### src/vdpg_pkg.sv
// package for the voltage-code decode and pulse gating core
// assumes a single 100 MHz clock and an Avalon-MM register slave
//
// Notes on behaviour
// - intervals are timed from the clock, one switching period each
// - at interval start the pulse stays low while error level is below ramp
// - pulse low keeps the upper switch off and the lower switch on
// - error level crossing the ramp drives the pulse high, upper switch on
// - pulse stays high until the second crossing, then returns low
// - at most one rising edge per interval, further rises wait
// - a fast-response trip event forces the pulse high like a ramp crossing, unless the code means off
// - strap low picks 8-bit table, strap high picks 5 or 6-bit by top bit
// - 8-bit codes 0 and 1 mean off, code 2 highest, then lower steps
// - undriven code bits read high in 8-bit mode, low otherwise
package vdpg_pkg;

   localparam int unsigned CLK_HZ           = 100_000_000;
   localparam int unsigned SWITCH_HZ_DFLT   = 1_000_000;
   localparam int unsigned PERIOD_CYC_DFLT  = CLK_HZ / SWITCH_HZ_DFLT;
   localparam int unsigned PERIOD_CYC_MIN   = 4;

   localparam logic [3:0] OFS_CTRL   = 4'h0;
   localparam logic [3:0] OFS_STATUS = 4'h4;
   localparam logic [3:0] OFS_COUNT  = 4'h8;

   localparam int unsigned CTRL_RUN_BIT    = 0;
   localparam int unsigned CTRL_TRIPEN_BIT = 1;
   localparam int unsigned CTRL_PER_LSB    = 16;
   localparam logic        CTRL_RUN_RST    = 1'b1;
   localparam logic        CTRL_TRIPEN_RST = 1'b1;

   localparam int unsigned ST_PULSE_BIT = 0;
   localparam int unsigned ST_OFF_BIT   = 1;
   localparam int unsigned ST_EN_BIT    = 2;
   localparam int unsigned ST_MODE_LSB  = 4;
   localparam int unsigned ST_CODE_LSB  = 8;
   localparam int unsigned ST_STEP_LSB  = 16;

   localparam logic [7:0] OFF_CODE_LAST = 8'h01;
   localparam logic [7:0] FIRST_STEP    = 8'h02;
   localparam logic [7:0] MASK_5BIT     = 8'h1F;
   localparam logic [7:0] MASK_6BIT     = 8'h3F;

   typedef enum logic [2:0]
   {
      VDPG_TBL_8BIT = 3'b001,
      VDPG_TBL_5BIT = 3'b010,
      VDPG_TBL_6BIT = 3'b100
   } vdpg_table_t;

   typedef enum logic [2:0]
   {
      VDPG_ARMED = 3'b001,
      VDPG_HIGH  = 3'b010,
      VDPG_SPENT = 3'b100
   } vdpg_state_t;

endpackage : vdpg_pkg

### src/vdpg_sync.sv
// two-flop synchroniser bank for pins arriving from outside the clock
// assumes each bit is an independent level
`timescale 1ns/1ps
`default_nettype none
module vdpg_sync #(
   parameter int unsigned WIDTH = 1
) (
   input  wire logic             clk_sys_i,
   input  wire logic             nrst_i,
   input  wire logic [WIDTH-1:0] async_i,
   output var  logic [WIDTH-1:0] sync_o
);
   logic [WIDTH-1:0] meta_q;

   always_ff @(posedge clk_sys_i)
   begin
      if (!nrst_i)
      begin
         meta_q <= '0;
         sync_o <= '0;
      end
      else
      begin
         meta_q <= async_i;
         sync_o <= meta_q;
      end
   end
endmodule : vdpg_sync
`default_nettype wire

### src/vdpg_interval.sv
// interval timer: one-cycle start pulse every period_i clock cycles
// assumes period_i is at least the package minimum
`timescale 1ns/1ps
`default_nettype none
module vdpg_interval #(
   parameter int unsigned CNT_W = 16
) (
   input  wire logic             clk_sys_i,
   input  wire logic             nrst_i,
   input  wire logic             run_i,
   input  wire logic [CNT_W-1:0] period_i,
   output var  logic             start_o
);
   logic [CNT_W-1:0] cnt_q;
   wire              wrap = (cnt_q >= period_i - CNT_W'(1));

   // elaboration-time refusal of a counter too narrow to time an interval
   if (CNT_W < 3)
   begin : g_bad_width
      $error("vdpg_interval: counter too narrow");
   end

   // a new period value takes effect at once, mid-interval; a count already at or past it wraps on the next cycle
   always_ff @(posedge clk_sys_i)
   begin
      if (!nrst_i || !run_i)
      begin
         cnt_q   <= '0;
         start_o <= 1'b0;
      end
      else
      begin
         cnt_q   <= wrap ? '0 : cnt_q + CNT_W'(1);
         start_o <= wrap;
      end
   end
endmodule : vdpg_interval
`default_nettype wire

### src/vdpg_core.sv
// voltage-code decode, interval timing and pulse gating core
// assumes analog comparators and pins are asynchronous and pass two flops;
// register access is an Avalon-MM slave with waitrequest on the same clock
//
// Our own choices: the register offsets and the Avalon-MM slave port.
`timescale 1ns/1ps
`default_nettype none
module vdpg_core #(
   parameter int unsigned PERIOD_DFLT = vdpg_pkg::PERIOD_CYC_DFLT
) (
   input  wire logic        clk_sys_i,
   input  wire logic        nrst_i,
   // pins
   input  wire logic [7:0]  voltage_code_input_i,
   input  wire logic [7:0]  voltage_code_driven_i,
   input  wire logic        softstart_strap_high_i,
   input  wire logic        enable_pin_i,
   input  wire logic        error_above_ramp_i,
   input  wire logic        fast_response_trigger_i,
   // outputs toward the switch drivers and reference
   output var  logic        pulse_o,
   output var  logic        upper_switch_on_o,
   output var  logic        lower_switch_on_o,
   output var  logic [7:0]  reference_level_o,
   output var  logic        output_off_o,
   output var  logic [2:0]  table_mode_o,
   // avalon-mm slave
   input  wire logic [3:0]  avs_address_i,
   input  wire logic        avs_read_i,
   input  wire logic        avs_write_i,
   input  wire logic [31:0] avs_writedata_i,
   input  wire logic [3:0]  avs_byteenable_i,
   output var  logic [31:0] avs_readdata_o,
   output var  logic        avs_waitrequest_o
);

   // elaboration-time refusal of a period the 16-bit timer cannot serve
   if (PERIOD_DFLT < vdpg_pkg::PERIOD_CYC_MIN || PERIOD_DFLT > 65535)
   begin : g_bad_period
      $error("vdpg_core: period default out of range");
   end

   localparam logic [15:0] PER_RST = 16'(PERIOD_DFLT);

   // ------------------------------------------------------------------
   // pin synchronisers
   // ------------------------------------------------------------------
   logic [19:0] pins_s;

   vdpg_sync #(
      .WIDTH (20)
   ) u_sync (
      .clk_sys_i (clk_sys_i),
      .nrst_i    (nrst_i),
      .async_i   ({voltage_code_input_i, voltage_code_driven_i,
                   softstart_strap_high_i, enable_pin_i,
                   error_above_ramp_i, fast_response_trigger_i}),
      .sync_o    (pins_s)
   );

   wire [7:0] code_pin_s   = pins_s[19:12];
   wire [7:0] code_drv_s   = pins_s[11:4];
   wire       strap_high_s = pins_s[3];
   wire       enable_s     = pins_s[2];
   wire       above_ramp_s = pins_s[1];
   wire       trip_s       = pins_s[0];

   // ------------------------------------------------------------------
   // decode functions
   // ------------------------------------------------------------------
   // undriven pins follow the weak pull of the active mode
   function automatic logic [7:0] resolve_code(
      input logic [7:0] pin,
      input logic [7:0] drv,
      input logic       pull_high
   );
      resolve_code = (pin & drv) | ({8{pull_high}} & ~drv);
   endfunction : resolve_code

   function automatic vdpg_pkg::vdpg_table_t pick_table(
      input logic strap_high,
      input logic top_bit
   );
      if (!strap_high)
         pick_table = vdpg_pkg::VDPG_TBL_8BIT;
      else if (top_bit)
         pick_table = vdpg_pkg::VDPG_TBL_5BIT;
      else
         pick_table = vdpg_pkg::VDPG_TBL_6BIT;
   endfunction : pick_table

   // ------------------------------------------------------------------
   // control registers
   // ------------------------------------------------------------------
   logic        run_q;
   logic        trip_en_q;
   logic [15:0] period_q;
   logic [15:0] pulse_cnt_q;
   logic [15:0] trip_cnt_q;

   // ------------------------------------------------------------------
   // code decode
   // ------------------------------------------------------------------
   // strap low means pull-ups are active, so undriven bits read high
   wire pull_high = !strap_high_s;
   wire [7:0] code_res = resolve_code(code_pin_s, code_drv_s, pull_high);
   wire vdpg_pkg::vdpg_table_t table_d =
      pick_table(strap_high_s, code_res[7]);
   wire tbl8 = (table_d == vdpg_pkg::VDPG_TBL_8BIT);
   wire tbl5 = (table_d == vdpg_pkg::VDPG_TBL_5BIT);

   // only the 8-bit table has off codes; step 0 is the highest level
   wire off_d = tbl8 && (code_res <= vdpg_pkg::OFF_CODE_LAST);
   wire [7:0] step_d =
      tbl8 ? (off_d ? 8'h00 : code_res - vdpg_pkg::FIRST_STEP) :
      tbl5 ? (code_res & vdpg_pkg::MASK_5BIT) :
             (code_res & vdpg_pkg::MASK_6BIT);

   logic [7:0] code_q;

   always_ff @(posedge clk_sys_i)
   begin
      if (!nrst_i)
      begin
         reference_level_o <= 8'h00;
         output_off_o      <= 1'b1;
         table_mode_o      <= vdpg_pkg::VDPG_TBL_8BIT;
         code_q            <= 8'h00;
      end
      else
      begin
         reference_level_o <= step_d;
         output_off_o      <= off_d;
         table_mode_o      <= table_d;
         code_q            <= code_res;
      end
   end

   // ------------------------------------------------------------------
   // interval timer
   // ------------------------------------------------------------------
   wire active = run_q && enable_s;
   logic interval_start;

   vdpg_interval #(
      .CNT_W (16)
   ) u_interval (
      .clk_sys_i (clk_sys_i),
      .nrst_i    (nrst_i),
      .run_i     (active),
      .period_i  (period_q),
      .start_o   (interval_start)
   );

   // ------------------------------------------------------------------
   // pulse gating state machine
   // ------------------------------------------------------------------
   vdpg_pkg::vdpg_state_t state_q;
   vdpg_pkg::vdpg_state_t state_d;

   // trips are ignored while the code means off
   wire trip_ok  = trip_s && trip_en_q && !output_off_o;
   wire rise_req = above_ramp_s || trip_ok;
   wire hold_off = !active || output_off_o;

   always_comb
   begin
      state_d = state_q;
      unique case (state_q)
         vdpg_pkg::VDPG_ARMED:
         begin
            if (rise_req)
               state_d = vdpg_pkg::VDPG_HIGH;
         end
         vdpg_pkg::VDPG_HIGH:
         begin
            // a forced pulse ends with the trip and the ramp both clear
            if (!above_ramp_s && !trip_ok)
               state_d = interval_start ? vdpg_pkg::VDPG_ARMED
                                        : vdpg_pkg::VDPG_SPENT;
         end
         vdpg_pkg::VDPG_SPENT:
         begin
            if (interval_start)
               state_d = vdpg_pkg::VDPG_ARMED;
         end
         default:
            state_d = vdpg_pkg::VDPG_SPENT;
      endcase
      // new interval: armed, and low unless the level is already above
      if (interval_start && state_q == vdpg_pkg::VDPG_SPENT && rise_req)
         state_d = vdpg_pkg::VDPG_HIGH;
      if (hold_off)
         state_d = vdpg_pkg::VDPG_SPENT;
   end

   wire pulse_d = (state_d == vdpg_pkg::VDPG_HIGH);
   wire rising  = pulse_d && !pulse_o;

   always_ff @(posedge clk_sys_i)
   begin
      if (!nrst_i)
      begin
         state_q           <= vdpg_pkg::VDPG_SPENT;
         pulse_o           <= 1'b0;
         upper_switch_on_o <= 1'b0;
         lower_switch_on_o <= 1'b1;
      end
      else
      begin
         state_q           <= state_d;
         pulse_o           <= pulse_d;
         upper_switch_on_o <= pulse_d;
         lower_switch_on_o <= !pulse_d;
      end
   end

   // free-running event counters, wrap silently
   always_ff @(posedge clk_sys_i)
   begin
      if (!nrst_i)
      begin
         pulse_cnt_q <= 16'h0000;
         trip_cnt_q  <= 16'h0000;
      end
      else
      begin
         if (rising)
            pulse_cnt_q <= pulse_cnt_q + 16'h0001;
         if (rising && trip_ok && !above_ramp_s)
            trip_cnt_q <= trip_cnt_q + 16'h0001;
      end
   end

   // ------------------------------------------------------------------
   // avalon-mm slave: waitrequest high on first cycle, low on the second
   // ------------------------------------------------------------------
   wire req      = avs_read_i || avs_write_i;
   wire first    = req && avs_waitrequest_o;
   wire commit   = req && !avs_waitrequest_o;
   wire hit_ctrl = (avs_address_i == vdpg_pkg::OFS_CTRL);
   wire hit_st   = (avs_address_i == vdpg_pkg::OFS_STATUS);
   wire hit_cnt  = (avs_address_i == vdpg_pkg::OFS_COUNT);
   wire wr_ctrl  = commit && avs_write_i && hit_ctrl;

   wire [31:0] ctrl_word = {period_q, 14'h0000, trip_en_q, run_q};
   wire [31:0] st_word   = {8'h00, reference_level_o, code_q,
                            1'b0, table_mode_o, 1'b0, enable_s,
                            output_off_o, pulse_o};
   wire [31:0] cnt_word  = {trip_cnt_q, pulse_cnt_q};
   // unmapped addresses read zero and ignore writes
   wire [31:0] rd_mux =
      hit_ctrl ? ctrl_word :
      hit_st   ? st_word   :
      hit_cnt  ? cnt_word  : 32'h0000_0000;

   wire [15:0] per_wr = avs_writedata_i[vdpg_pkg::CTRL_PER_LSB +: 16];
   wire        per_ok = (per_wr >= 16'(vdpg_pkg::PERIOD_CYC_MIN));

   always_ff @(posedge clk_sys_i)
   begin
      if (!nrst_i)
      begin
         avs_waitrequest_o <= 1'b1;
         avs_readdata_o    <= 32'h0000_0000;
      end
      else
      begin
         avs_waitrequest_o <= !first;
         if (first && avs_read_i)
            avs_readdata_o <= rd_mux;
      end
   end

   // too short a period is refused so the timer always has room
   always_ff @(posedge clk_sys_i)
   begin
      if (!nrst_i)
      begin
         run_q     <= vdpg_pkg::CTRL_RUN_RST;
         trip_en_q <= vdpg_pkg::CTRL_TRIPEN_RST;
         period_q  <= PER_RST;
      end
      else if (wr_ctrl)
      begin
         if (avs_byteenable_i[0])
         begin
            run_q     <= avs_writedata_i[vdpg_pkg::CTRL_RUN_BIT];
            trip_en_q <= avs_writedata_i[vdpg_pkg::CTRL_TRIPEN_BIT];
         end
         if (&avs_byteenable_i[3:2] && per_ok)
            period_q <= per_wr;
      end
   end

endmodule : vdpg_core
`default_nettype wire

### config.mk
export PLATFORM = sky130hd
export DESIGN_NAME = vdpg_core
export DESIGN_NICKNAME = d
export VERILOG_FILES = /design/src/vdpg_pkg.sv /design/src/vdpg_sync.sv /design/src/vdpg_interval.sv /design/src/vdpg_core.sv
export SDC_FILE = /design/constraint.sdc
export NUM_CORES = 1
export LEC_CHECK = 0
export ABC_AREA = 0
export CAP_MARGIN = 30
export CORE_MARGIN = 5
export CORE_UTILIZATION = 68
export DETAILED_ROUTE_END_ITERATION = 10
export DONT_BUFFER_PORTS = 1
export PLACE_DENSITY = 0.88
export SYNTH_ARGS = -nofsm -noshare
export SYNTH_HDL_FRONTEND = slang
export SYNTH_SLANG_ARGS = --single-unit
### constraint.sdc
create_clock -name clk_sys_i -period 5.64 [get_ports clk_sys_i]
set_input_delay 1.128 -clock clk_sys_i [delete_from_list [all_inputs] [get_ports clk_sys_i]]
set_output_delay 1.128 -clock clk_sys_i [all_outputs]
set_load 0.02 [all_outputs]
[Word-level counts from Yosys, hierarchy flattened]
Index checks and enable logic that the tools add are counted.
Operators by class
  add/subtract/negate cells: 5
  multipliers: 0
  divide/modulo/power cells: 0
  $lt $le $gt $ge: 3
  eq/ne operators: 8
  shift operators: 0
  multiplexer cells: 15
  bitwise logic cells: 4
  reductions and logical operators: 35
Operators by type and width (number)
  $mux W32: 3
  $add A16 B1 Y16 const B: 3
  $mux W3: 8
  $and A8 B8 Y8: 2
  $ge A16 B16 Y1: 1
  $ge A16 B3 Y1 const B: 1
  $logic_and A1 B1 Y1: 16
  $mux W8: 2
  $sub A16 B1 Y16 const B: 1
  $logic_not A1 Y1: 10
  $eq A3 B2 Y1 const B: 3
  $pmux W3 S3: 1
  $le A8 B1 Y1 const B: 1
  $not A8 Y8: 1
  $or A8 B8 Y8: 1
  $sub A8 B2 Y8 const B: 1
  $eq A3 B1 Y1 const B: 2
  $mux W6: 1
  $reduce_and A2 Y1: 3
  $eq A4 B3 Y1 const B: 1
  $eq A4 B4 Y1 const B: 1
  $logic_not A4 Y1: 1
  $logic_or A1 B1 Y1: 4
  $eq A3 B3 Y1 const B: 1
  $reduce_or A2 Y1: 1
Word-level totals
  register bits: 165
  latch bits: 0
  memory bits (writable): 0
  memory bits (read-only): 0
  input port bits: 64
  output and inout bits: 48
  logic and storage cells: 88
  memories kept: 0

[Logic depth before layout (Yosys ltp)]
Gate-level depths: netlist of the first run.
  depth in word-level cells: 12
  gate-level depth with buffers: 13
  mapped depth without buffers: 12

[Modules after synthesis]
A second synthesis of the first run with hierarchy kept.
Unflattened totals
  cells, all modules: 820
  area, all modules: 7634.8 sq um
Modules (own cells, without submodules)
  vdpg_core: instances 1, cells an instance 579, area each 5017.3 sq um, sequential area each 2162.1 sq um
  vdpg_interval: instances 1, cells an instance 157, area each 1510.2 sq um, sequential area each 340.3 sq um
  vdpg_sync: instances 1, cells an instance 84, area each 1107.3 sq um, sequential area each 800.8 sq um

[Worst setup path after synthesis of the first run]
No wires, ideal clock.
  path type: flip-flop to flip-flop
  start point: reg period_q[5]
  end point: reg u_interval.cnt_q[10]
  setup time: 0.128 ns
  data arrival time: 2.825 ns
  required time: 5.512 ns
  setup slack: 2.687 ns
  stages on the path, launching flop included: 13
  buffers on the path: 1
  clock period less this slack: 2.953 ns
  cell sequence: dfxtp_1 > or4_1 > nor2_1 > nand3_1 > nor4_1 > xnor2_1 > ha_1 > a211oi_1 > o21bai_1 > nor3_1 > a21oi_1 > clkbuf_1 > nor2_1
Between the ends
  cells in the longest elaborated chain, start to end: 3
RTL lines
  start: declaration: line vdpg_core.sv:97  | logic [15:0] period_q;
  start signal: assignment: line vdpg_core.sv:292  | period_q <= per_wr;
  $sub A16 B1 Y16: line vdpg_interval.sv:15  | wire wrap = (cnt_q >= period_i - CNT_W'(1));
  $ge A16 B16 Y1: line vdpg_interval.sv:15
  $reduce_or A2 Y1 (no source line)
  end signal: assignment: line vdpg_interval.sv:33  | cnt_q <= wrap ? '0 : cnt_q + CNT_W'(1);
  end: declaration: line vdpg_interval.sv:14  | logic [CNT_W-1:0] cnt_q;
Every way passes these cells.
A chain may end at the register's enable or synchronous reset.

[Worst setup path in the final report of the first run]
  start point: reg period_q[5]
  end point: reg u_interval.cnt_q[11]
The elaborated chain is that of the path after synthesis.

==> results of run 1 <==
-- Yosys cell counts (all sizes together), types with 2 or more instances --
cell type,instances,area (um2)
nand3,41,205
and2,45,282
nor3,44,220
inv,17,63.8
nor2b,3,18.8
nand3b,2,15.0
o21a,2,15.0
nor4,25,163
o21ai,32,171
and4,2,17.5
or3,2,12.5
ha,21,263
a221oi,22,193
a211oi,4,30.0
a21oi,33,165
xor2,14,123
nand4,13,87.6
a22oi,2,15.0
mux2i,11,110
or4,5,41.3
clkbuf,33,125
nand2b,8,50.1
nor3b,2,26.3
buf,9,65.1
o211ai,5,37.5
and3,3,18.8
dfxtp,165,3300
xnor2,42,368
and3b,5,43.8
nand2,68,255
o31ai,2,15.0
or2,5,31.3
nor2,113,424
-- kinds of logic after synthesis --
kind of cell	after synthesis
AOI/OAI and AO/OA	110
xor gates and xnor gates	56
adders and majority gates	21
buffers and inverters	59
DFF	165
muxes	11
and+or+nand+nor	389
-- power by group through the flow --
stage / Sequential (W) / Combinational (W) / Clock (W)
after floorplan: 0.00126 / 0.0000822 / 0
final: 0.00125 / 0.0000981 / 0.00109
after detailed placement: 0.00127 / 0.0000958 / 0
after global routing: 0.00125 / 0.000110 / 0.00115
after CTS: 0.00125 / 0.0000972 / 0.00110
after global placement: 0.00127 / 0.0000884 / 0
-- critical path, cell delays in order (launching register included) --
cell and delay (ps):
dfxtp_1 390, or4_1 570, nor2_1 190, nand3_1 190
nor4_1 280, xnor2_1 110, ha_1 310, a211oi_1 70
o21bai_1 260, nor3_1 90, a21oi_1 340, buf_4 270
nor2_1 70
-- metal layers --
layer | global-route usage | vias to the layer above | share of wire | routed length, um
met3 | 0.0766 | 64 | 0.11 | 1880
met4 | 0.127 | 0 | 0.034 | 591
met1 | 0.342 | 2680 | 0.40 | 6840
met5 | 0 | - | 0 | 0
li1 | - | 2787 | - | -
met2 | 0.429 | 355 | 0.46 | 7820
-- layout make-up --
cell class / instances / share of cell area
multi-input combinational: 587 / 0.459
clock buffer: 20 / 0.0590
tap: 136 / 0.0220
timing repair buffer: 6 / 0.00940
sequential: 165 / 0.428
inverter: 17 / 0.00827
clock inverter: 12 / 0.0141
-- flip-flops by register name, indices dropped and copies added, names as in the netlist, 3 cells and up --
signal             count
u_interval.cnt_q      16
period_q              16
pulse_cnt_q           16
trip_cnt_q            16
reference_level_o      8
code_q                 8
avs_readdata_o        32
table_mode_o           3
u_sync.sync_o         20
u_sync.meta_q         20
state_q                3
-- layout by cell type (no fill, tap or decap), types with 7 or more instances in the layout --
cell type / count
a21oi_1: 33
a221oi_1: 22
and2_1: 45
clkbuf_16: 16
dfxtp_1: 165
ha_1: 21
inv_1: 16
inv_6: 7
mux2i_1: 11
nand2_1: 68
nand2b_1: 8
nand3_1: 41
nand4_1: 12
nor2_1: 113
nor3_1: 44
nor4_1: 24
o21ai_0: 20
o21ai_1: 9
xnor2_1: 42
xor2_1: 14
-- final timing paths --
path	slack (ps)	from	cells after the start	endpoint
max	2370	period_q[5]	12	u_interval.cnt_q[11]
min reg2reg	430	u_sync.meta_q[18]	1	u_sync.sync_o[18]
min	430	u_sync.meta_q[18]	1	u_sync.sync_o[18]
max reg2reg	2370	period_q[5]	12	u_interval.cnt_q[11]
-- metrics by stage --
stage	total power [W]	worst slack [ps]
floorplan	0.00134	2690
detailed placement	0.00137	2170
global placement	0.00136	2220
finish	0.00244	2370
CTS	0.00244	2420
global route	0.00251	2190
==> reports/qor.yml, run 1 <==
multi_input_area_um2: 3540
leakage_nw: 2.77
drcViolationCount: 0
drv_slew: 0
crit_required_ps: 6060
p_switching_w: 0.000605
clockPowerShare: 0.448
crit_fanout: 13
fin_cells: 943
dp_hpwl_mm: 11.9
cap_violations: 0
setup.worst_path.start_class: "flip-flop"
viasPerCell: 6.24
synthAdderAreaFrac: 0.0371
fmax_mhz: 306
grtUsageTotal: 0.271
irDropWorstVdd_mv: 0.272
worst_slew_pin_slew_ps: 1020
min_path_type: "flip-flop to flip-flop"
synth.area.mux_share: 0.0156
regArea_um2: 3300
drt_first_pass_iters: 7
port_buffers: 0
nFillCells: 686
gp_congestion: 0.907
syn_inst: 811
antenna_cells: 0
clock_latency_ps: 540
p_sw_frac: 0.248
synth_top_flop_cell: "dfxtp_1"
htreeDepth: 4
io-pin-count: 112
postSynthAreaPerCell_um2: 8.72
relSlewSlack: 0.312
fin_crit_ps: 3270
clockBufferDepth: 2
grt_pass1_vias: 5639
clock-root-buffer: "clkbuf_8"
status: "completed"
grt_antenna_before_repair: 0
synth_top_family_by_area: "simple AND/OR/NAND/NOR gates"
via_count: 5886
internal_power_w: 0.00183
powerDensity_nw_per_um2: 316
ys_seq_area_frac: 0.467
synth-edff-count: 0
synthArstFlopShare: 0
ys_ff_latch: 165
hold_violations: 0
critPathKind: "flip-flop to flip-flop"
setup_viol: 0
cts_tree: "yes"
drive_gt1_frac: 0.0682
cts_hold_buf: 0
period_share: 0.580
grt_overflow_total: 0
critical_path.endpoint_type: "flip-flop"
rows: 37
setup_tns_ps: 0
arrival_ps: 3690
fp.dieW_um: 112
die_h_um: 112
clk_pin_slew_ps: 70
synth_compound_area_frac: 0.100
rsz0062_at_grt: "false"
synthXorXnorAreaFrac: 0.0693
yosys.area_share.simple: 0.275
synth_area_um2: 7070
final_nets: 879
wl_per_cell_um: 18.2
cts_sinks: 165
yosysWarningCount: 0
worst_hold_slack_ps: 433
post_cts_buffers: 0
drt-initial-drc-count: 576
area_growth_pct: 9.09
numCtsBuffers: 17
core_area_um2: 10200
grt_pass1_wl_mm: 27.6
dpl_cell_area_um2: 7150
netlist-cell-type-count: 55
post-route-cell-area_um2: 7720
skew_ps: 15.2
die_area_um2: 12500
cts_resized: 0
ant_nets: 0
grt_max_degree: 87
fin_util: 0.754
placed_cells: 911
routed_wl_mm: 17.1
start_util: 0.691
synth_fp_nets: 896
comb_power_share: 0.040
pwr-share-seq: 0.512
Note: power is estimated with default switching activity, not from simulation.
==> run 2: changes to the inputs <==
--- a/config.mk
+++ b/config.mk
@@ -8,10 +8,10 @@
 export ABC_AREA = 0
 export CAP_MARGIN = 30
 export CORE_MARGIN = 5
-export CORE_UTILIZATION = 68
+export CORE_UTILIZATION = 63
 export DETAILED_ROUTE_END_ITERATION = 10
 export DONT_BUFFER_PORTS = 1
-export PLACE_DENSITY = 0.88
+export PLACE_DENSITY = 0.83
 export SYNTH_ARGS = -nofsm -noshare
 export SYNTH_HDL_FRONTEND = slang
 export SYNTH_SLANG_ARGS = --single-unit
==> constraint.sdc (replaced) <==
create_clock -name clk_sys_i -period 3.4 [get_ports clk_sys_i]
set_input_delay 0.68 -clock clk_sys_i [delete_from_list [all_inputs] [get_ports clk_sys_i]]
set_output_delay 0.68 -clock clk_sys_i [all_outputs]
set_load 0.02 [all_outputs]
==> run 2 against run 1 <==
Hold slack worse by 69 ps. Critical endpoint is now u_interval.cnt_q[5]. Die area grew 7.2%. Via count fell by 0.71%. Utilization decreased by 4.4 points. Sequential power up 66%. Flip-flop and latch count unchanged.
==> reports/qor.yml, run 2 (synthesis gave the netlist of run 1 again) <==
status: "completed"  # unchanged
leakage_nw: 2.79  # was 2.77 nW
critPathKind: "flip-flop to flip-flop"  # unchanged
crit_required_ps: 3770  # was 6060 ps
clockBufferDepth: 2  # unchanged
fin_crit_ps: 3030  # was 3270 ps
drt_first_pass_iters: 7  # unchanged
fin_cells: 955  # was 943
cts_tree: "yes"  # unchanged
min_path_type: "input pin to flip-flop"  # was flip-flop to flip-flop
skew_ps: 7.44  # was 15.2 ps
cts_sinks: 165  # unchanged
cap_violations: 0  # unchanged
hold_violations: 0  # unchanged
grt_max_degree: 87  # unchanged
grt_pass1_wl_mm: 27.2  # was 27.6 mm
via_count: 5844  # was 5886
wl_per_cell_um: 17.6  # was 18.2 um
final_cell_mix: "165 x dfxtp_1, 113 x nor2_1, 68 x nand2_1"  # unchanged
viasPerCell: 6.12  # was 6.24
grtUsageTotal: 0.257  # was 0.271
start_util: 0.647  # was 0.691
cts_hold_buf: 0  # unchanged
power.total_w: 0.00402  # was 0.00244 W
gp_congestion: 0.837  # was 0.907
htreeDepth: 4  # unchanged
setup_viol: 0  # unchanged
relSlewSlack: 0.307  # was 0.312
regMostFlops: "avs_readdata_o"  # unchanged
clock-root-buffer: "clkbuf_16"  # was clkbuf_8
routed_wl_mm: 16.8  # was 17.1 mm
arrival_ps: 3400  # was 3690 ps
grt_pass1_vias: 5560  # was 5639
rsz0062_at_grt: "false"  # unchanged
dp_hpwl_mm: 12.0  # was 11.9 mm
ant_nets: 0  # unchanged
fp.dieW_um: 116  # was 112 um
cts_resized: 0  # unchanged
reg_top3: "avs_readdata_o (32), u_sync.meta_q (20), u_sync.sync_o (20)"  # unchanged
crit_fanout: 15  # was 13
placed_cells: 922  # was 911
clk_pin_slew_ps: 60  # was 70 ps
post_cts_buffers: 0  # unchanged
grt_antenna_before_repair: 1  # was 0
worst_slew_pin_slew_ps: 1030  # was 1020 ps
irDropWorstVdd_mv: 0.400  # was 0.272 mV
final_common_cell: "dfxtp_1"  # unchanged
die_area_um2: 13400  # was 12500 um2
period_share: 0.892  # was 0.580
numCtsBuffers: 17  # unchanged
drt-initial-drc-count: 538  # was 576
rows: 38  # was 37
port_buffers: 0  # unchanged
fmax_mhz: 330  # was 306 MHz
area_growth_pct: 9.78  # was 9.09%
grt_overflow_total: 0  # unchanged
final_nets: 886  # was 879
die_h_um: 116  # was 112 um
io-pin-count: 112  # unchanged
critical_path.endpoint_type: "flip-flop"  # unchanged
largest_reg_flops: 32  # unchanged
core_area_um2: 10900  # was 10200 um2
setup.worst_path.start_class: "flip-flop"  # unchanged
drcViolationCount: 0  # unchanged
setup_tns_ps: 0  # unchanged
clock_latency_ps: 430  # was 540 ps
drive_gt1_frac: 0.0749  # was 0.0682
drv_slew: 0  # unchanged
powerDensity_nw_per_um2: 517  # was 316 nW/um2
==> run 2: cell type report <==
| cell class | count | area (um2) |
|---|---|---|
| diodes | 1 | 2.50 |
| clock buffers | 20 | 457 |
| clock inverters | 12 | 96.3 |
| fillers | 784 | 3170 |
| inverters | 17 | 63.8 |
| multi-input cells | 587 | 3540 |
| flip-flops and latches | 165 | 3300 |
| well taps | 140 | 175 |
| repair buffers | 13 | 125 |
==> run 2: report_power, final <==
part | leakage (nW) | total [W] | internal, W | switching [W]
combinational | 1.18 | 0.000166 | 0.0000676 | 0.0000981
sequential | 1.35 | 0.00207 | 0.00199 | 0.0000761
clock | 0.265 | 0.00178 | 0.000983 | 0.000799
==> run 2: critical path: stages (launching register included) <==
cell and delay [ps]:
dfxtp_1 310, or4_1 540, nor2_1 160, nand3_1 180, nor4_1 270, xnor2_1 170
ha_1 260, a211oi_1 200, o21bai_1 180, nor3_1 240, a21oi_1 120, buf_4 200
nor2_1 120
==> run 2: path summary, 6_finish.rpt <==
kind	startpoint	end	slack, ps	cells past startpoint
worst max-delay path	period_q[5]	u_interval.cnt_q[5]	370	12
worst min-delay path	nrst_i	period_q[2]	360	1
worst max register to register	period_q[5]	u_interval.cnt_q[5]	370	12
worst min register to register	u_sync.meta_q[8]	u_sync.sync_o[8]	430	1
==> run 2: per-stage QoR <==
stage | worst slack [ps] | cell area [um2] | util | hold WS (ps)
CTS | 370 | 7760 | 0.710 | 315
global placement | 130 | 7160 | 0.655 | 420
global route | 151 | 7760 | 0.710 | 351
finish | 367 | 7770 | 0.710 | 364
floorplan | 447 | 7070 | - | 412
detailed placement | 405 | 7210 | 0.659 | 418
==> run 2: routing by layer <==
| metal | GRT usage | vias up | wire [um] |
|---|---|---|---|
| li1 | - | 2800 | - |
| met4 | 0.0974 | 0 | 344 |
| met5 | 0 | - | 0 |
| met1 | 0.334 | 2708 | 6900 |
| met3 | 0.0778 | 43 | 1710 |
| met2 | 0.404 | 293 | 7810 |
